### src/inc/dus_defs.vh
// Constants for the dual channel status pin block
`ifndef DUS_DEFS_VH
`define DUS_DEFS_VH
`define DUS_FIFO_DEPTH   16
`define DUS_CNT_W        5
`define DUS_MSR_CTS_BIT  4
`define DUS_TRIG_W       2
`define DUS_TRIG_1       2'h0
`define DUS_TRIG_4       2'h1
`define DUS_TRIG_8       2'h2
`define DUS_TRIG_14      2'h3
`define DUS_LVL_1        5'h01
`define DUS_LVL_4        5'h04
`define DUS_LVL_8        5'h08
`define DUS_LVL_14       5'h0E
`define DUS_CNT_ZERO     5'h00
`define DUS_CNT_ONE      5'h01
`define DUS_MSR_RESET    8'h00
`define DUS_SEL_A        1'b0
`define DUS_LINE_IDLE    1'b1
`define DUS_FLAG_CLR     1'b0
`define DUS_READ_IDLE    1'b0
`define DUS_AVAIL_N_RST  1'b1
`define DUS_SPACE_N_RST  1'b0
`endif

### src/logic/dus_chan.v
// Per-channel occupancy tracking and status pins
`timescale 1ns/1ps
`include "dus_defs.vh"
module dus_chan #(
   parameter DEPTH = `DUS_FIFO_DEPTH
) (
   // Clock and reset
   input  wire       clk,
   input  wire       srst,
   // Occupancy events
   input  wire       rx_push,
   input  wire       rx_pop,
   input  wire       tx_push,
   input  wire       tx_pop,
   // Configuration
   input  wire       fifo_en,
   input  wire [1:0] rx_trig,
   input  wire       cts_n,
   // Status
   output reg        rx_avail_n_q,
   output reg        tx_space_n_q,
   output reg  [7:0] modem_status_reg_q,
   output wire [4:0] rx_count,
   output wire [4:0] tx_count
);
   reg  [4:0] rx_cnt_q;
   reg  [4:0] tx_cnt_q;
   reg  [4:0] rx_cnt_d;
   reg  [4:0] tx_cnt_d;
   reg  [4:0] cap;
   reg  [4:0] trig_lvl;
   assign rx_count = rx_cnt_q;
   assign tx_count = tx_cnt_q;
   always @* begin
      // Without FIFO only the single holding register counts
      cap = fifo_en ? DEPTH[4:0] : `DUS_CNT_ONE;
      case (rx_trig)
         `DUS_TRIG_4:  trig_lvl = `DUS_LVL_4;
         `DUS_TRIG_8:  trig_lvl = `DUS_LVL_8;
         `DUS_TRIG_14: trig_lvl = `DUS_LVL_14;
         default:      trig_lvl = `DUS_LVL_1;
      endcase
      if (!fifo_en)
         trig_lvl = `DUS_LVL_1;
      rx_cnt_d = rx_cnt_q;
      if (rx_push && !rx_pop && rx_cnt_q < cap)
         rx_cnt_d = rx_cnt_q + `DUS_CNT_ONE;
      else if (rx_pop && !rx_push && rx_cnt_q != `DUS_CNT_ZERO)
         rx_cnt_d = rx_cnt_q - `DUS_CNT_ONE;
      tx_cnt_d = tx_cnt_q;
      if (tx_push && !tx_pop && tx_cnt_q < cap)
         tx_cnt_d = tx_cnt_q + `DUS_CNT_ONE;
      else if (tx_pop && !tx_push && tx_cnt_q != `DUS_CNT_ZERO)
         tx_cnt_d = tx_cnt_q - `DUS_CNT_ONE;
   end
   always @(posedge clk) begin
      if (srst) begin
         rx_cnt_q           <= `DUS_CNT_ZERO;
         tx_cnt_q           <= `DUS_CNT_ZERO;
         rx_avail_n_q       <= `DUS_AVAIL_N_RST;
         tx_space_n_q       <= `DUS_SPACE_N_RST;
         modem_status_reg_q <= `DUS_MSR_RESET;
      end else begin
         rx_cnt_q     <= rx_cnt_d;
         tx_cnt_q     <= tx_cnt_d;
         // Low once trigger level reached, high when empty
         rx_avail_n_q <= !(rx_cnt_d >= trig_lvl);
         // Low while a free slot exists, high when full
         tx_space_n_q <= !(tx_cnt_d < cap);
         modem_status_reg_q                   <= `DUS_MSR_RESET;
         modem_status_reg_q[`DUS_MSR_CTS_BIT] <= ~cts_n;
      end
   end
endmodule // dus_chan

### src/logic/dus_top.v
// Dual channel status and handshake pins top level
`timescale 1ns/1ps
`include "dus_defs.vh"
//
// Contract
// - Host read activity output is high while the host performs a read cycle, registered one clock late.
// - Holding master reset high returns all registers and outputs to reset state.
// - During reset each channel holds its transmit output idle and ignores receive input.
// - Receive ready goes low when the received count reaches the trigger level (one character without FIFO).
// - Receive ready is high when empty or when the trigger level is not reached.
// - Transmit ready is low while at least one transmit location is free.
// - Transmit ready goes high once the transmit store has no free location.
// - Clear to send input is shown inverted in bit 4 of the modem status register.
// - Clear to send never gates transmit or receive operation.
// - A low read strobe starts a read and the device drives the addressed data.
module dus_top #(
   parameter DEPTH = `DUS_FIFO_DEPTH
) (
   // Clock and reset
   input  wire       CLK,
   input  wire       SRST,
   // Host read side
   input  wire       HOST_READ_STROBE_N,
   input  wire       HOST_SEL_B,
   output wire       HOST_READ_ACTIVE,
   output wire [7:0] HOST_MSR_DATA,
   // Occupancy events, channel A
   input  wire       RX_PUSH_A,
   input  wire       RX_POP_A,
   input  wire       TX_PUSH_A,
   input  wire       TX_POP_A,
   // Occupancy events, channel B
   input  wire       RX_PUSH_B,
   input  wire       RX_POP_B,
   input  wire       TX_PUSH_B,
   input  wire       TX_POP_B,
   // Configuration
   input  wire       FIFO_EN_A,
   input  wire       FIFO_EN_B,
   input  wire [1:0] RX_TRIG_A,
   input  wire [1:0] RX_TRIG_B,
   // Serial and modem pins
   input  wire       RX_A,
   input  wire       RX_B,
   input  wire       TX_DATA_A,
   input  wire       TX_DATA_B,
   output wire       TX_A,
   output wire       TX_B,
   output wire       RX_SEEN_A,
   output wire       RX_SEEN_B,
   input  wire       CTS_N_A,
   input  wire       CTS_N_B,
   input  wire       CARRIER_DETECT_N_A,
   input  wire       CARRIER_DETECT_N_B,
   output wire       CARRIER_A,
   output wire       CARRIER_B,
   // Status pins
   output wire       RX_AVAIL_N_A,
   output wire       RX_AVAIL_N_B,
   output wire       TX_SPACE_N_A,
   output wire       TX_SPACE_N_B
);

   // Status words of the two channels
   wire [7:0] msr_a;
   wire [7:0] msr_b;

   // Host side registers
   reg        host_read_active_q;
   reg        host_read_active_d;
   reg  [7:0] host_msr_data_q;
   reg  [7:0] host_msr_data_d;
   // Status word of the addressed channel
   reg  [7:0] msr_sel;

   // Channel A pin registers
   reg        tx_a_q;
   reg        tx_a_d;
   reg        rx_seen_a_q;
   reg        rx_seen_a_d;
   reg        carrier_a_q;
   reg        carrier_a_d;

   // Channel B pin registers
   reg        tx_b_q;
   reg        tx_b_d;
   reg        rx_seen_b_q;
   reg        rx_seen_b_d;
   reg        carrier_b_q;
   reg        carrier_b_d;

   // Outputs leave straight from their flip-flops
   assign HOST_READ_ACTIVE = host_read_active_q;
   assign HOST_MSR_DATA    = host_msr_data_q;
   assign TX_A             = tx_a_q;
   assign TX_B             = tx_b_q;
   assign RX_SEEN_A        = rx_seen_a_q;
   assign RX_SEEN_B        = rx_seen_b_q;
   assign CARRIER_A        = carrier_a_q;
   assign CARRIER_B        = carrier_b_q;

   dus_chan #(.DEPTH(DEPTH)) u_cha (
      .clk                (CLK),
      .srst               (SRST),
      .rx_push            (RX_PUSH_A),
      .rx_pop             (RX_POP_A),
      .tx_push            (TX_PUSH_A),
      .tx_pop             (TX_POP_A),
      .fifo_en            (FIFO_EN_A),
      .rx_trig            (RX_TRIG_A),
      .cts_n              (CTS_N_A),
      .rx_avail_n_q       (RX_AVAIL_N_A),
      .tx_space_n_q       (TX_SPACE_N_A),
      .modem_status_reg_q (msr_a),
      .rx_count           (),
      .tx_count           ()
   );

   dus_chan #(.DEPTH(DEPTH)) u_chb (
      .clk                (CLK),
      .srst               (SRST),
      .rx_push            (RX_PUSH_B),
      .rx_pop             (RX_POP_B),
      .tx_push            (TX_PUSH_B),
      .tx_pop             (TX_POP_B),
      .fifo_en            (FIFO_EN_B),
      .rx_trig            (RX_TRIG_B),
      .cts_n              (CTS_N_B),
      .rx_avail_n_q       (RX_AVAIL_N_B),
      .tx_space_n_q       (TX_SPACE_N_B),
      .modem_status_reg_q (msr_b),
      .rx_count           (),
      .tx_count           ()
   );

   // Read activity follows the strobe one clock late
   always @* begin
      host_read_active_d = ~HOST_READ_STROBE_N;
   end
   always @(posedge CLK) begin
      if (SRST)
         host_read_active_q <= `DUS_READ_IDLE;
      else
         host_read_active_q <= host_read_active_d;
   end

   // Data only during a read, zero keeps a shared bus quiet
   always @* begin
      case (HOST_SEL_B)
         `DUS_SEL_A: msr_sel = msr_a;
         default:    msr_sel = msr_b;
      endcase
      host_msr_data_d = `DUS_MSR_RESET;
      if (!HOST_READ_STROBE_N)
         host_msr_data_d = msr_sel;
   end
   always @(posedge CLK) begin
      if (SRST)
         host_msr_data_q <= `DUS_MSR_RESET;
      else
         host_msr_data_q <= host_msr_data_d;
   end

   // Channel A transmit line, never gated by clear to send
   always @* begin
      tx_a_d = TX_DATA_A;
   end
   always @(posedge CLK) begin
      // Line held at idle so the far end sees no start bit
      if (SRST)
         tx_a_q <= `DUS_LINE_IDLE;
      else
         tx_a_q <= tx_a_d;
   end

   // Channel A receive line and carrier flag
   always @* begin
      rx_seen_a_d = RX_A;
      carrier_a_d = ~CARRIER_DETECT_N_A;
   end
   always @(posedge CLK) begin
      // Receive input ignored while reset is held
      if (SRST) begin
         rx_seen_a_q <= `DUS_LINE_IDLE;
         carrier_a_q <= `DUS_FLAG_CLR;
      end else begin
         rx_seen_a_q <= rx_seen_a_d;
         carrier_a_q <= carrier_a_d;
      end
   end

   // Channel B transmit line, never gated by clear to send
   always @* begin
      tx_b_d = TX_DATA_B;
   end
   always @(posedge CLK) begin
      // Line held at idle so the far end sees no start bit
      if (SRST)
         tx_b_q <= `DUS_LINE_IDLE;
      else
         tx_b_q <= tx_b_d;
   end

   // Channel B receive line and carrier flag
   always @* begin
      rx_seen_b_d = RX_B;
      carrier_b_d = ~CARRIER_DETECT_N_B;
   end
   always @(posedge CLK) begin
      // Receive input ignored while reset is held
      if (SRST) begin
         rx_seen_b_q <= `DUS_LINE_IDLE;
         carrier_b_q <= `DUS_FLAG_CLR;
      end else begin
         rx_seen_b_q <= rx_seen_b_d;
         carrier_b_q <= carrier_b_d;
      end
   end

endmodule // dus_top

### config.mk
export PLATFORM = sky130hd
export DESIGN_NAME = dus_top
export DESIGN_NICKNAME = d
export VERILOG_FILES = /design/src/logic/dus_chan.v /design/src/logic/dus_top.v
export VERILOG_INCLUDE_DIRS = /design/src /design/src/inc
export SDC_FILE = /design/constraint.sdc
export NUM_CORES = 1
export LEC_CHECK = 0
export ABC_AREA = 1
export BUFFER_PORTS_ARGS = -buffer_cell sky130_fd_sc_hd__buf_2
export CAP_MARGIN = 20
export CORE_ASPECT_RATIO = 0.75
export CORE_UTILIZATION = 52
export DETAILED_ROUTE_END_ITERATION = 8
export PLACE_DENSITY = 0.76
export SLEW_MARGIN = 10
export SYNTH_ARGS = -nofsm -noshare
export SYNTH_HDL_FRONTEND = slang
export SYNTH_HIERARCHICAL = 1
export SYNTH_SLANG_ARGS = --single-unit
### constraint.sdc
create_clock -name CLK -period 2 [get_ports CLK]
set_input_delay 0.2 -clock CLK [delete_from_list [all_inputs] [get_ports CLK]]
set_output_delay 0.2 -clock CLK [all_outputs]
set_load 0.05 [all_outputs]
* Yosys cells after proc, flatten, opt, wreduce, memory -nomap -nowiden
Cells that the tools add are included.
Operators by class: add/sub/neg operators 8, order comparisons 8, equality and inequality tests 6, multiplexer cells 15, bitwise operators 5, reductions and logical operators 33
Operators by type and width (number):
- 5-bit two-way mux | 10
- 5-bit less-than comparator | 6
- 4-bit one-hot mux with 3 select lines | 2
- 5-bit by 1-bit adder with 5-bit output (second input constant) | 4
- 5-bit nonzero test | 4
- 5-bit by 1-bit subtractor with 5-bit output (second input constant) | 4
- 1-bit logical AND | 16
- 1-bit logical NOT | 12
- 5-bit by 4-bit >= comparator with 1-bit output | 2
- 2-bit equality test (second input constant) | 4
- 4-bit two-way mux | 2
- 8-bit two-way mux | 1
- 1-bit inverter | 5
- 2-bit by 1-bit equality test with 1-bit output (second input constant) | 2
- 2-bit OR reduction | 1
Storage, ports and cells: bits in registers 55, input port bits 26

* Longest topological paths before layout
Gate-level depths: netlist (run 1).
depth in word-level cells 7, mapped depth 16, depth with buffers taken out 16

* Hierarchy
Netlist (run 1), hierarchy kept.
By module, submodules not included:
- dus_chan | instances 2, cells an instance 161, area an instance 1119.8 sq um, sequential area each 260.2 sq um
- dus_top | instances 1, cells an instance 64, area an instance 534.3 sq um, sequential area each 300.3 sq um

* Least setup slack after synthesis (run 1)
No wires, ideal clock.
path kind reg2reg, start reg u_cha.rx_cnt_q[0], in the netlist u_cha/rx_count[0], end reg u_cha.rx_avail_n_q, library setup time 0.064 ns, data arrival time 2.025 ns, data required time 1.936 ns, setup slack -0.089 ns, stages on the path, launching flop included 17, buffers on the path 0, path through dfxtp_1 inv_1 ha_1 inv_1 nor3_1 nand2_1 nand2_1 nand2_1 xor2_1 ha_1 inv_1 a21boi_0 o21ai_0 nand2_1 a21oi_1 nor2_1 nor2_1
Between the ends: longest elaborated chain between the ends 6, elaborated cells on any way between the ends 10
Ends and longest elaborated chain:
- start, declared | RTL line dus_chan.v:26 | reg [4:0] rx_cnt_q;
- start signal, assigned | RTL line dus_chan.v:58 | rx_cnt_q <= `DUS_CNT_ZERO;
- start signal, assigned | RTL line dus_chan.v:64 | rx_cnt_q <= rx_cnt_d;
- branches (longest 3 deep; another with 5-bit by 1-bit subtractor with 5-bit output)
- 5-bit two-way mux (*) | RTL line dus_chan.v:46 | if (rx_push && !rx_pop && rx_cnt_q < cap)
- 5-bit by 4-bit >= comparator with 1-bit output (*) | RTL line dus_chan.v:67 | rx_avail_n_q <= !(rx_cnt_d >= trig_lvl);
- 1-bit logical NOT (*) | RTL line dus_chan.v:67
- end signal, assigned | RTL line dus_chan.v:60 | rx_avail_n_q <= `DUS_AVAIL_N_RST;
- end signal, assigned | RTL line dus_chan.v:67
- end, declared | RTL line dus_chan.v:20 | output reg rx_avail_n_q,
Every way passes the cells marked *. A chain may end at the register's enable or synchronous reset.

* Worst setup path after layout (run 1)
start reg u_chb.rx_cnt_q[2], in the netlist u_chb/rx_count[2], end reg u_chb.rx_avail_n_q
Between the ends: longest elaborated chain between the ends 6, elaborated cells on any way between the ends 10
Ends and longest elaborated chain (RTL line):
- start, declared | dus_chan.v:26
- start signal, assigned | dus_chan.v:58
- start signal, assigned | dus_chan.v:64
- branches (longest 3 deep; another with 5-bit by 1-bit subtractor with 5-bit output)
- 5-bit two-way mux (*) | dus_chan.v:46
- 5-bit by 4-bit >= comparator with 1-bit output (*) | dus_chan.v:67
- 1-bit logical NOT (*) | dus_chan.v:67
- end signal, assigned | dus_chan.v:60
- end signal, assigned | dus_chan.v:67
- end, declared | dus_chan.v:20
Marked as above.

==> flow_summary_export.csv, run 1 <==
group,metric,value,unit
power,power.total,3120,uW
placement,io_buffers,44,
detailed_routing,drt_first_pass_iters,4,
hold_path,hold_class,"input port to flip-flop",
synth,yosysUniqueCellTypes,35,
timing,post-route-period-util,1.13,
synth,synth_top_family_by_area,"simple AND/OR/NAND/NOR gates",
floorplan,ioPinCount,45,
synth,synth_compound_area_frac,0.105,
synth,yosys_warnings,6,
floorplan,start_util,0.554,
setup_path,r2r_setup_slack,-0.25,ns
clock_tree,cts_tree,"done",
setup_path,r2r_end,"u_chb/rx_avail_n_q",
clock_tree,clock-root-buffer,"clkbuf_8",
synth,yosysMostFrequentCell,"nand2_1",
synth,ys_async_sr_fraction,0,
timing,report.final.setup_viol,2,
synth,synth_flop_cell,"dfxtp_1",
grt,grt_pass1_vias,2458,
synth,synth-edff-count,0,
detailed_routing,wl_met1,3000,microns
clock_tree,htree_levels,2,
setup_path,path_class,"flip-flop to flip-flop",
synth,synthMuxAreaShare,0,
timing,timing.final.crit_period,2.25,ns
floorplan,core_area,5010,sq um
synth,synth_top_area_cell,"dfxtp_1",
run_status,status,"finished with violations",
detailed_routing,routedWlPerCell,12.1,microns
run_status,violations,"setup timing",
flow_run,cap_violations,0,
clock_tree,cts.sinks,41,
grt,grt_pass1_wl,10700,microns
setup_path,rr_worst_depth,14,
timing,fin_tns_setup,-0.416,ns
setup_path,path_max_fanout,6,
synth,synth_commonest_cells,"nand2_1 (91), dfxtp_1 (41), nor2_1 (39), inv_1 (38), nand3_1 (30)",
floorplan,die_w,86.3,microns
floorplan,rows,22,
placement,gp_congestion,0.873,
clock_tree,cts_buffers,5,
synth,synth_xor_area_frac,0.0316,
cells_and_area,diodes,0,
detailed_routing,dr.first_iter.drc_count,140,
timing,rsz0062_at_grt,"true",
synth,synth_area_leaders,"dfxtp_1 (30%), nand2_1 (12%), ha_1 (9.9%)",
detailed_routing,dr_wl_met3,246,microns
cells_and_area,area_delta_synth_final,30.3,%
detailed_routing,ant_nets,0,
grt,grtUsageTotal,0.242,
detailed_routing,met2_length,3250,microns
timing,fin_worst_skew,0.00542,ns
timing,worstMarginPinSlew,0.695,ns
floorplan,die-area,5630,sq um
clock_tree,holdBufCountCts,0,
detailed_routing,vias,2674,
synth,yosysSeqAreaShare,0.296,
setup_path,end_kind,"flip-flop",
placement,dp_hpwl,4350,microns
synth,synth_top_area_frac,0.296,
clock_tree,clk_latency,0.29,ns
cells_and_area,layout.nets,526,
setup_path,worstSetupEndpoint,"u_chb/rx_avail_n_q",
clock_tree,ctsLongestPathBuffers,2,
synth,synth_cells,386,
synth,synthSimpleGateAreaFrac,0.329,
timing,setup_slack,-0.252,ns
grt,grt_overflow_total,0,
synth,synth-seq-cells,41,
timing,slew-limit-headroom,0.537,
synth,synthAdderAreaFrac,0.0992,
synth,netlist_area,2770,sq um
clock_tree,clkTransAtPathRegs,0.08,ns
setup_path,start_kind,"flip-flop",
grt,antenna_found_initial,0,
detailed_routing,drcViolationCount,0,
power,leakage,0.00185,uW
floorplan,die_y,65.3,microns
timing,fmax,0.444,GHz
power,ir_worst_vdd,504,uV
setup_path,crit_start,"u_chb/rx_count[2]",
timing,drv_slew,0,
cells_and_area,drive_above_1_share,0.367,
setup_path,required,2.23,ns
synth,avgSynthCellArea,7.19,sq um
power,power.density,862,nW/um^2
detailed_routing,vias_per_cell,4.85,
timing,hold_ws,0.0447,ns
timing,timing_hold_violations_final,0,
grt,grt_max_degree,34,
setup_path,r2r-start,"u_chb/rx_count[2]",
setup_path,arrival,2.48,ns
detailed_routing,routed.top_layer,"met4",
detailed_routing,wl,6640,microns
## area by class of cell
class	instances	area (sq um)
repair buffers	93	596
clock buffers	7	86.3
flip-flops and latches	41	828
multi-input cells	287	1760
fillers	384	1400
inverters	50	220
well taps	72	90.1
clock inverters	1	30.0
## placed cells by master (no fill, tap or decap), types with 3 or more instances in the layout
cell type and n:
nand3_2 6, clkbuf_8 6, buf_4 47, nand3_1 26
xor2_1 8, ha_4 3, nand2_1 84, nor2_1 39
inv_2 12, nor2_8 3, conb_1 14, nand2_2 13
a21oi_2 3, ha_1 19, nand2_4 5, inv_1 31
a21oi_1 23, dfxtp_2 6, buf_2 44, dfxtp_1 35
o21ai_1 8, nor2_2 7
## sequential cells by signal (all words and copies together) (netlist names)
register                  cells
CARRIER_A                     1
u_cha/rx_avail_n_q            1
CARRIER_B                     1
u_cha/modem_status_reg_q      1
HOST_MSR_DATA                 8
u_cha/tx_space_n_q            1
TX_A                          1
u_chb/modem_status_reg_q      1
HOST_READ_ACTIVE              1
u_chb/tx_space_n_q            1
TX_B                          1
RX_SEEN_B                     1
u_cha/rx_count                5
u_chb/rx_count                5
u_cha/tx_count                5
u_chb/rx_avail_n_q            1
u_chb/tx_count                5
RX_SEEN_A                     1
## worst max-delay path, stage by stage (launching register included)
cell and delay [ns]:
dfxtp_1 0.52, inv_2 0.06, nand4_1 0.14, o21ai_2 0.08, nand2_2 0.15, nand2_2 0.09, xor2_2 0.19, ha_1 0.29
inv_1 0.06, a21boi_1 0.06, o21ai_1 0.11, nand2_1 0.08, a21oi_2 0.12, nor2_1 0.06, nor2_1 0.17
## kinds of logic after synthesis
family / count (synthesis)
other: 2
buffers and inverters: 70
AOI/OAI and AO/OA: 48
DFF: 41
xor gates and xnor gates: 10
adders and majority gates: 22
and+or+nand+nor: 193
## power breakdown
| part | leakage [uW] | switching [uW] | internal [uW] |
|---|---|---|---|
| Clock | 0.0000585 | 298 | 407 |
| Sequential | 0.000339 | 78.7 | 898 |
| Combinational | 0.00146 | 765 | 670 |
| Total | 0.00185 | 1140 | 1980 |
## per-layer routing
| metal | vias up | track usage |
|---|---|---|
| met5 | - | 0 |
| met2 | 77 | 0.416 |
| met1 | 1200 | 0.293 |
| met3 | 17 | 0.0477 |
| met4 | 0 | 0.108 |
| li1 | 1380 | - |
## through the flow
| stage | worst slack (ns) | area [sq um] | std cells | util |
|---|---|---|---|---|
| 2_1_floorplan | 0.00372 | 2830 | 398 | - |
| 3_3_place_gp | -0.0806 | 3210 | 524 | 0.640 |
| 3_5_place_dp | -0.245 | 3210 | 524 | 0.640 |
| 4_1_cts | -0.156 | 3510 | 545 | 0.700 |
| 5_1_grt | -0.405 | 3610 | 551 | 0.722 |
| 6_report | -0.252 | 3610 | 551 | 0.722 |
## worst min-delay path by stage
| stage | start | to | cells past startpoint |
|---|---|---|---|
| final | CTS_N_B | u_chb/modem_status_reg_q[4] | 2 |
| after global routing | CTS_N_B | u_chb/modem_status_reg_q[4] | 2 |
| after CTS | CTS_N_B | u_chb/modem_status_reg_q[4] | 2 |
| after detailed placement | CARRIER_DETECT_N_A | CARRIER_A | 2 |
| after global placement | CARRIER_DETECT_N_A | CARRIER_A | 2 |
| after floorplan | SRST | CARRIER_A | 1 |
## what timing repair did
action | 4_1_cts | 5_1_grt
buffers inserted | 13 | 6
resized for setup | 25 | 16
setup endpoints to repair | 2 | 2
pin swaps | 28 | 24
Note: power is estimated with default switching activity, not from simulation.
==> run 2: changes to the inputs <==
--- a/config.mk
+++ b/config.mk
@@ -13,6 +13,7 @@
 export CORE_UTILIZATION = 52
 export DETAILED_ROUTE_END_ITERATION = 8
 export PLACE_DENSITY = 0.76
+export SETUP_SLACK_MARGIN = 0.15
 export SLEW_MARGIN = 10
 export SYNTH_ARGS = -nofsm -noshare
 export SYNTH_HDL_FRONTEND = slang
==> run 2 against run 1 <==
The flow still finishes with violations (setup timing). Final area decreased by 1.3%. Critical path depth increased by 1. Clock skew about the same. Global-route usage increased by 0.21 points. First-iteration DRC count decreased by 0.71%. Sequential cell count unchanged. Worst hold slack got worse by 0.010 ns. Utilization decreased by 0.92 points. Combinational power decreased by 3%. Register-to-register slack improved by 0.06 ns. Clock power decreased by 21%. Critical endpoint unchanged.
==> flow_summary_export.csv, run 2 (synthesized netlist as in run 1, its figures left out) <==
group,metric,value,unit
grt,antenna_found_initial,0,
detailed_routing,vias,2691,
placement,io_buffers,44,
clock_tree,holdBufCountCts,0,
run_status,violations,"setup timing",
placement,gp_congestion,0.831,
cells_and_area,diodes,0,
timing,rsz0062_at_grt,"true",
setup_path,path_max_fanout,6,
detailed_routing,routedWlPerCell,11.8,microns
clock_tree,clk_latency,0.31,ns
timing,setup_slack,-0.193,ns
timing,timing.final.crit_period,2.19,ns
cells_and_area,layout.nets,524,
setup_path,arrival,2.44,ns
grt,grt_pass1_wl,10800,microns
setup_path,required,2.25,ns
timing,post-route-period-util,1.10,
clock_tree,htree_levels,2,
clock_tree,clock-root-buffer,"clkbuf_8",
floorplan,core_area,5010,sq um
cells_and_area,fillers,407,
cells_and_area,drive_above_1_share,0.365,
timing,report.final.setup_viol,2,
setup_path,end_kind,"flip-flop",
floorplan,rows,22,
grt,grtUsageTotal,0.244,
cells_and_area,largest_reg_flops,8,
timing,slew-limit-headroom,0.541,
grt,grt_overflow_total,0,
detailed_routing,wl,6460,microns
grt,grt_max_degree,34,
power,power.density,819,nW/um^2
setup_path,path_class,"flip-flop to flip-flop",
detailed_routing,dr.first_iter.drc_count,139,
power,ir_worst_vdd,559,uV
flow_run,cap_violations,0,
cells_and_area,layout_common_cells,"nand2_1 (84), buf_2 (44), buf_4 (44), nor2_1 (39), inv_1 (32)",
clock_tree,clkTransAtPathRegs,0.08,ns
detailed_routing,drt_first_pass_iters,4,
floorplan,ioPinCount,45,
timing,worstMarginPinSlew,0.689,ns
detailed_routing,vias_per_cell,4.90,
cells_and_area,multi_input_comb_area,1750,sq um
detailed_routing,drcViolationCount,0,
cells_and_area,area_delta_synth_final,28.6,%
hold_path,hold_depth,2,
timing,fmax,0.456,GHz
setup_path,rr_worst_depth,15,
run_status,status,"finished with violations",
hold_path,hold_class,"input port to flip-flop",
setup_path,start_kind,"flip-flop",
floorplan,die-area,5630,sq um
placement,place_worst_setup_slack,-0.192,ns
setup_path,r2r_setup_slack,-0.19,ns
cells_and_area,stdcell_count,549,
clock_tree,cts_buffers,5,
clock_tree,cts.sinks,41,
floorplan,die_y,65.3,microns
cells_and_area,fin_util,0.712,
placement,place_inst,521,
timing,fin_worst_skew,0.00535,ns
detailed_routing,ant_nets,0,
floorplan,start_util,0.554,
clock_tree,cts_tree,"done",
timing,timing_hold_violations_final,0,
power,leakage,0.00184,uW
power,power.total,2920,uW
clock_tree,ctsLongestPathBuffers,2,
cells_and_area,register_area,840,sq um
floorplan,die_w,86.3,microns
placement,dp_hpwl,4340,microns
cells_and_area,final_common_cell,"nand2_1",
timing,drv_slew,0,
grt,grt_pass1_vias,2575,
run 2: changes by cell type in the layout (fill, tap and decap cells not counted), moves of 3 or more:
cell / change
buf_4: -3
dfxtp_1: -7
dfxtp_2: +6
inv_2: -4
inv_4: +3
run 2: worst paths after layout:
| path | start | endpoint |
|---|---|---|
| setup / recovery | u_chb/rx_count[1] | u_chb/rx_avail_n_q |
| hold / removal | CTS_N_B | u_chb/modem_status_reg_q[4] |
| setup reg to reg | u_chb/rx_count[1] | u_chb/rx_avail_n_q |
| hold reg to reg | u_cha/modem_status_reg_q[4] | HOST_MSR_DATA[4] |
run 2: area by class of cell:
class / instances / share of cell area
Timing Repair Buffer: 91 / 0.164
Clock buffer: 8 / 0.0224
Tap cell: 72 / 0.0252
Inverter: 50 / 0.0638
Sequential cell: 41 / 0.235
Multi-Input combinational cell: 287 / 0.489
run 2: metal layers:
| metal | track usage | vias to the layer above | wire, microns |
|---|---|---|---|
| met4 | 0.110 | 0 | 118 |
| met5 | 0 | - | 0 |
| met1 | 0.293 | 1225 | 2950 |
| met2 | 0.423 | 74 | 3120 |
| li1 | - | 1378 | - |
| met3 | 0.0477 | 14 | 277 |
run 2: power by group:
group | switching (uW) | internal [uW] | total (uW)
clock | 308 | 249 | 557
sequential | 73.3 | 901 | 975
combinational | 745 | 646 | 1390
run 2: timing repair:
action | 4_1_cts | 5_1_grt
pin swaps | 18 | 23
endpoints found under the setup margin | 2 | 5
resized for setup | 18 | 30
buffers inserted | 10 | 10
endpoints found under the hold margin | 0 | 0
run 2: worst max-delay path, stage by stage (launching register included):
cell      delay (ns)
dfxtp_2         0.34
inv_4           0.07
buf_6           0.09
nand4_1         0.15
o21ai_1         0.20
nand2_2         0.14
buf_4           0.17
nand3_2         0.06
nand2_1         0.06
ha_1            0.26
a21boi_1        0.12
o21ai_1         0.12
nand2_1         0.09
a21oi_2         0.11
nor2_1          0.05
nor2_1          0.12
run 2: through the flow:
step,TNS [ns],cell area [sq um],hold WS (ns)
finish,-0.369,3570,0.0343
global route,-0.665,3570,0.0244
CTS,-0.224,3400,0.0328
detailed placement,-0.361,3190,0.362
global placement,-0.142,3190,0.356
floorplan,0,2840,0.267
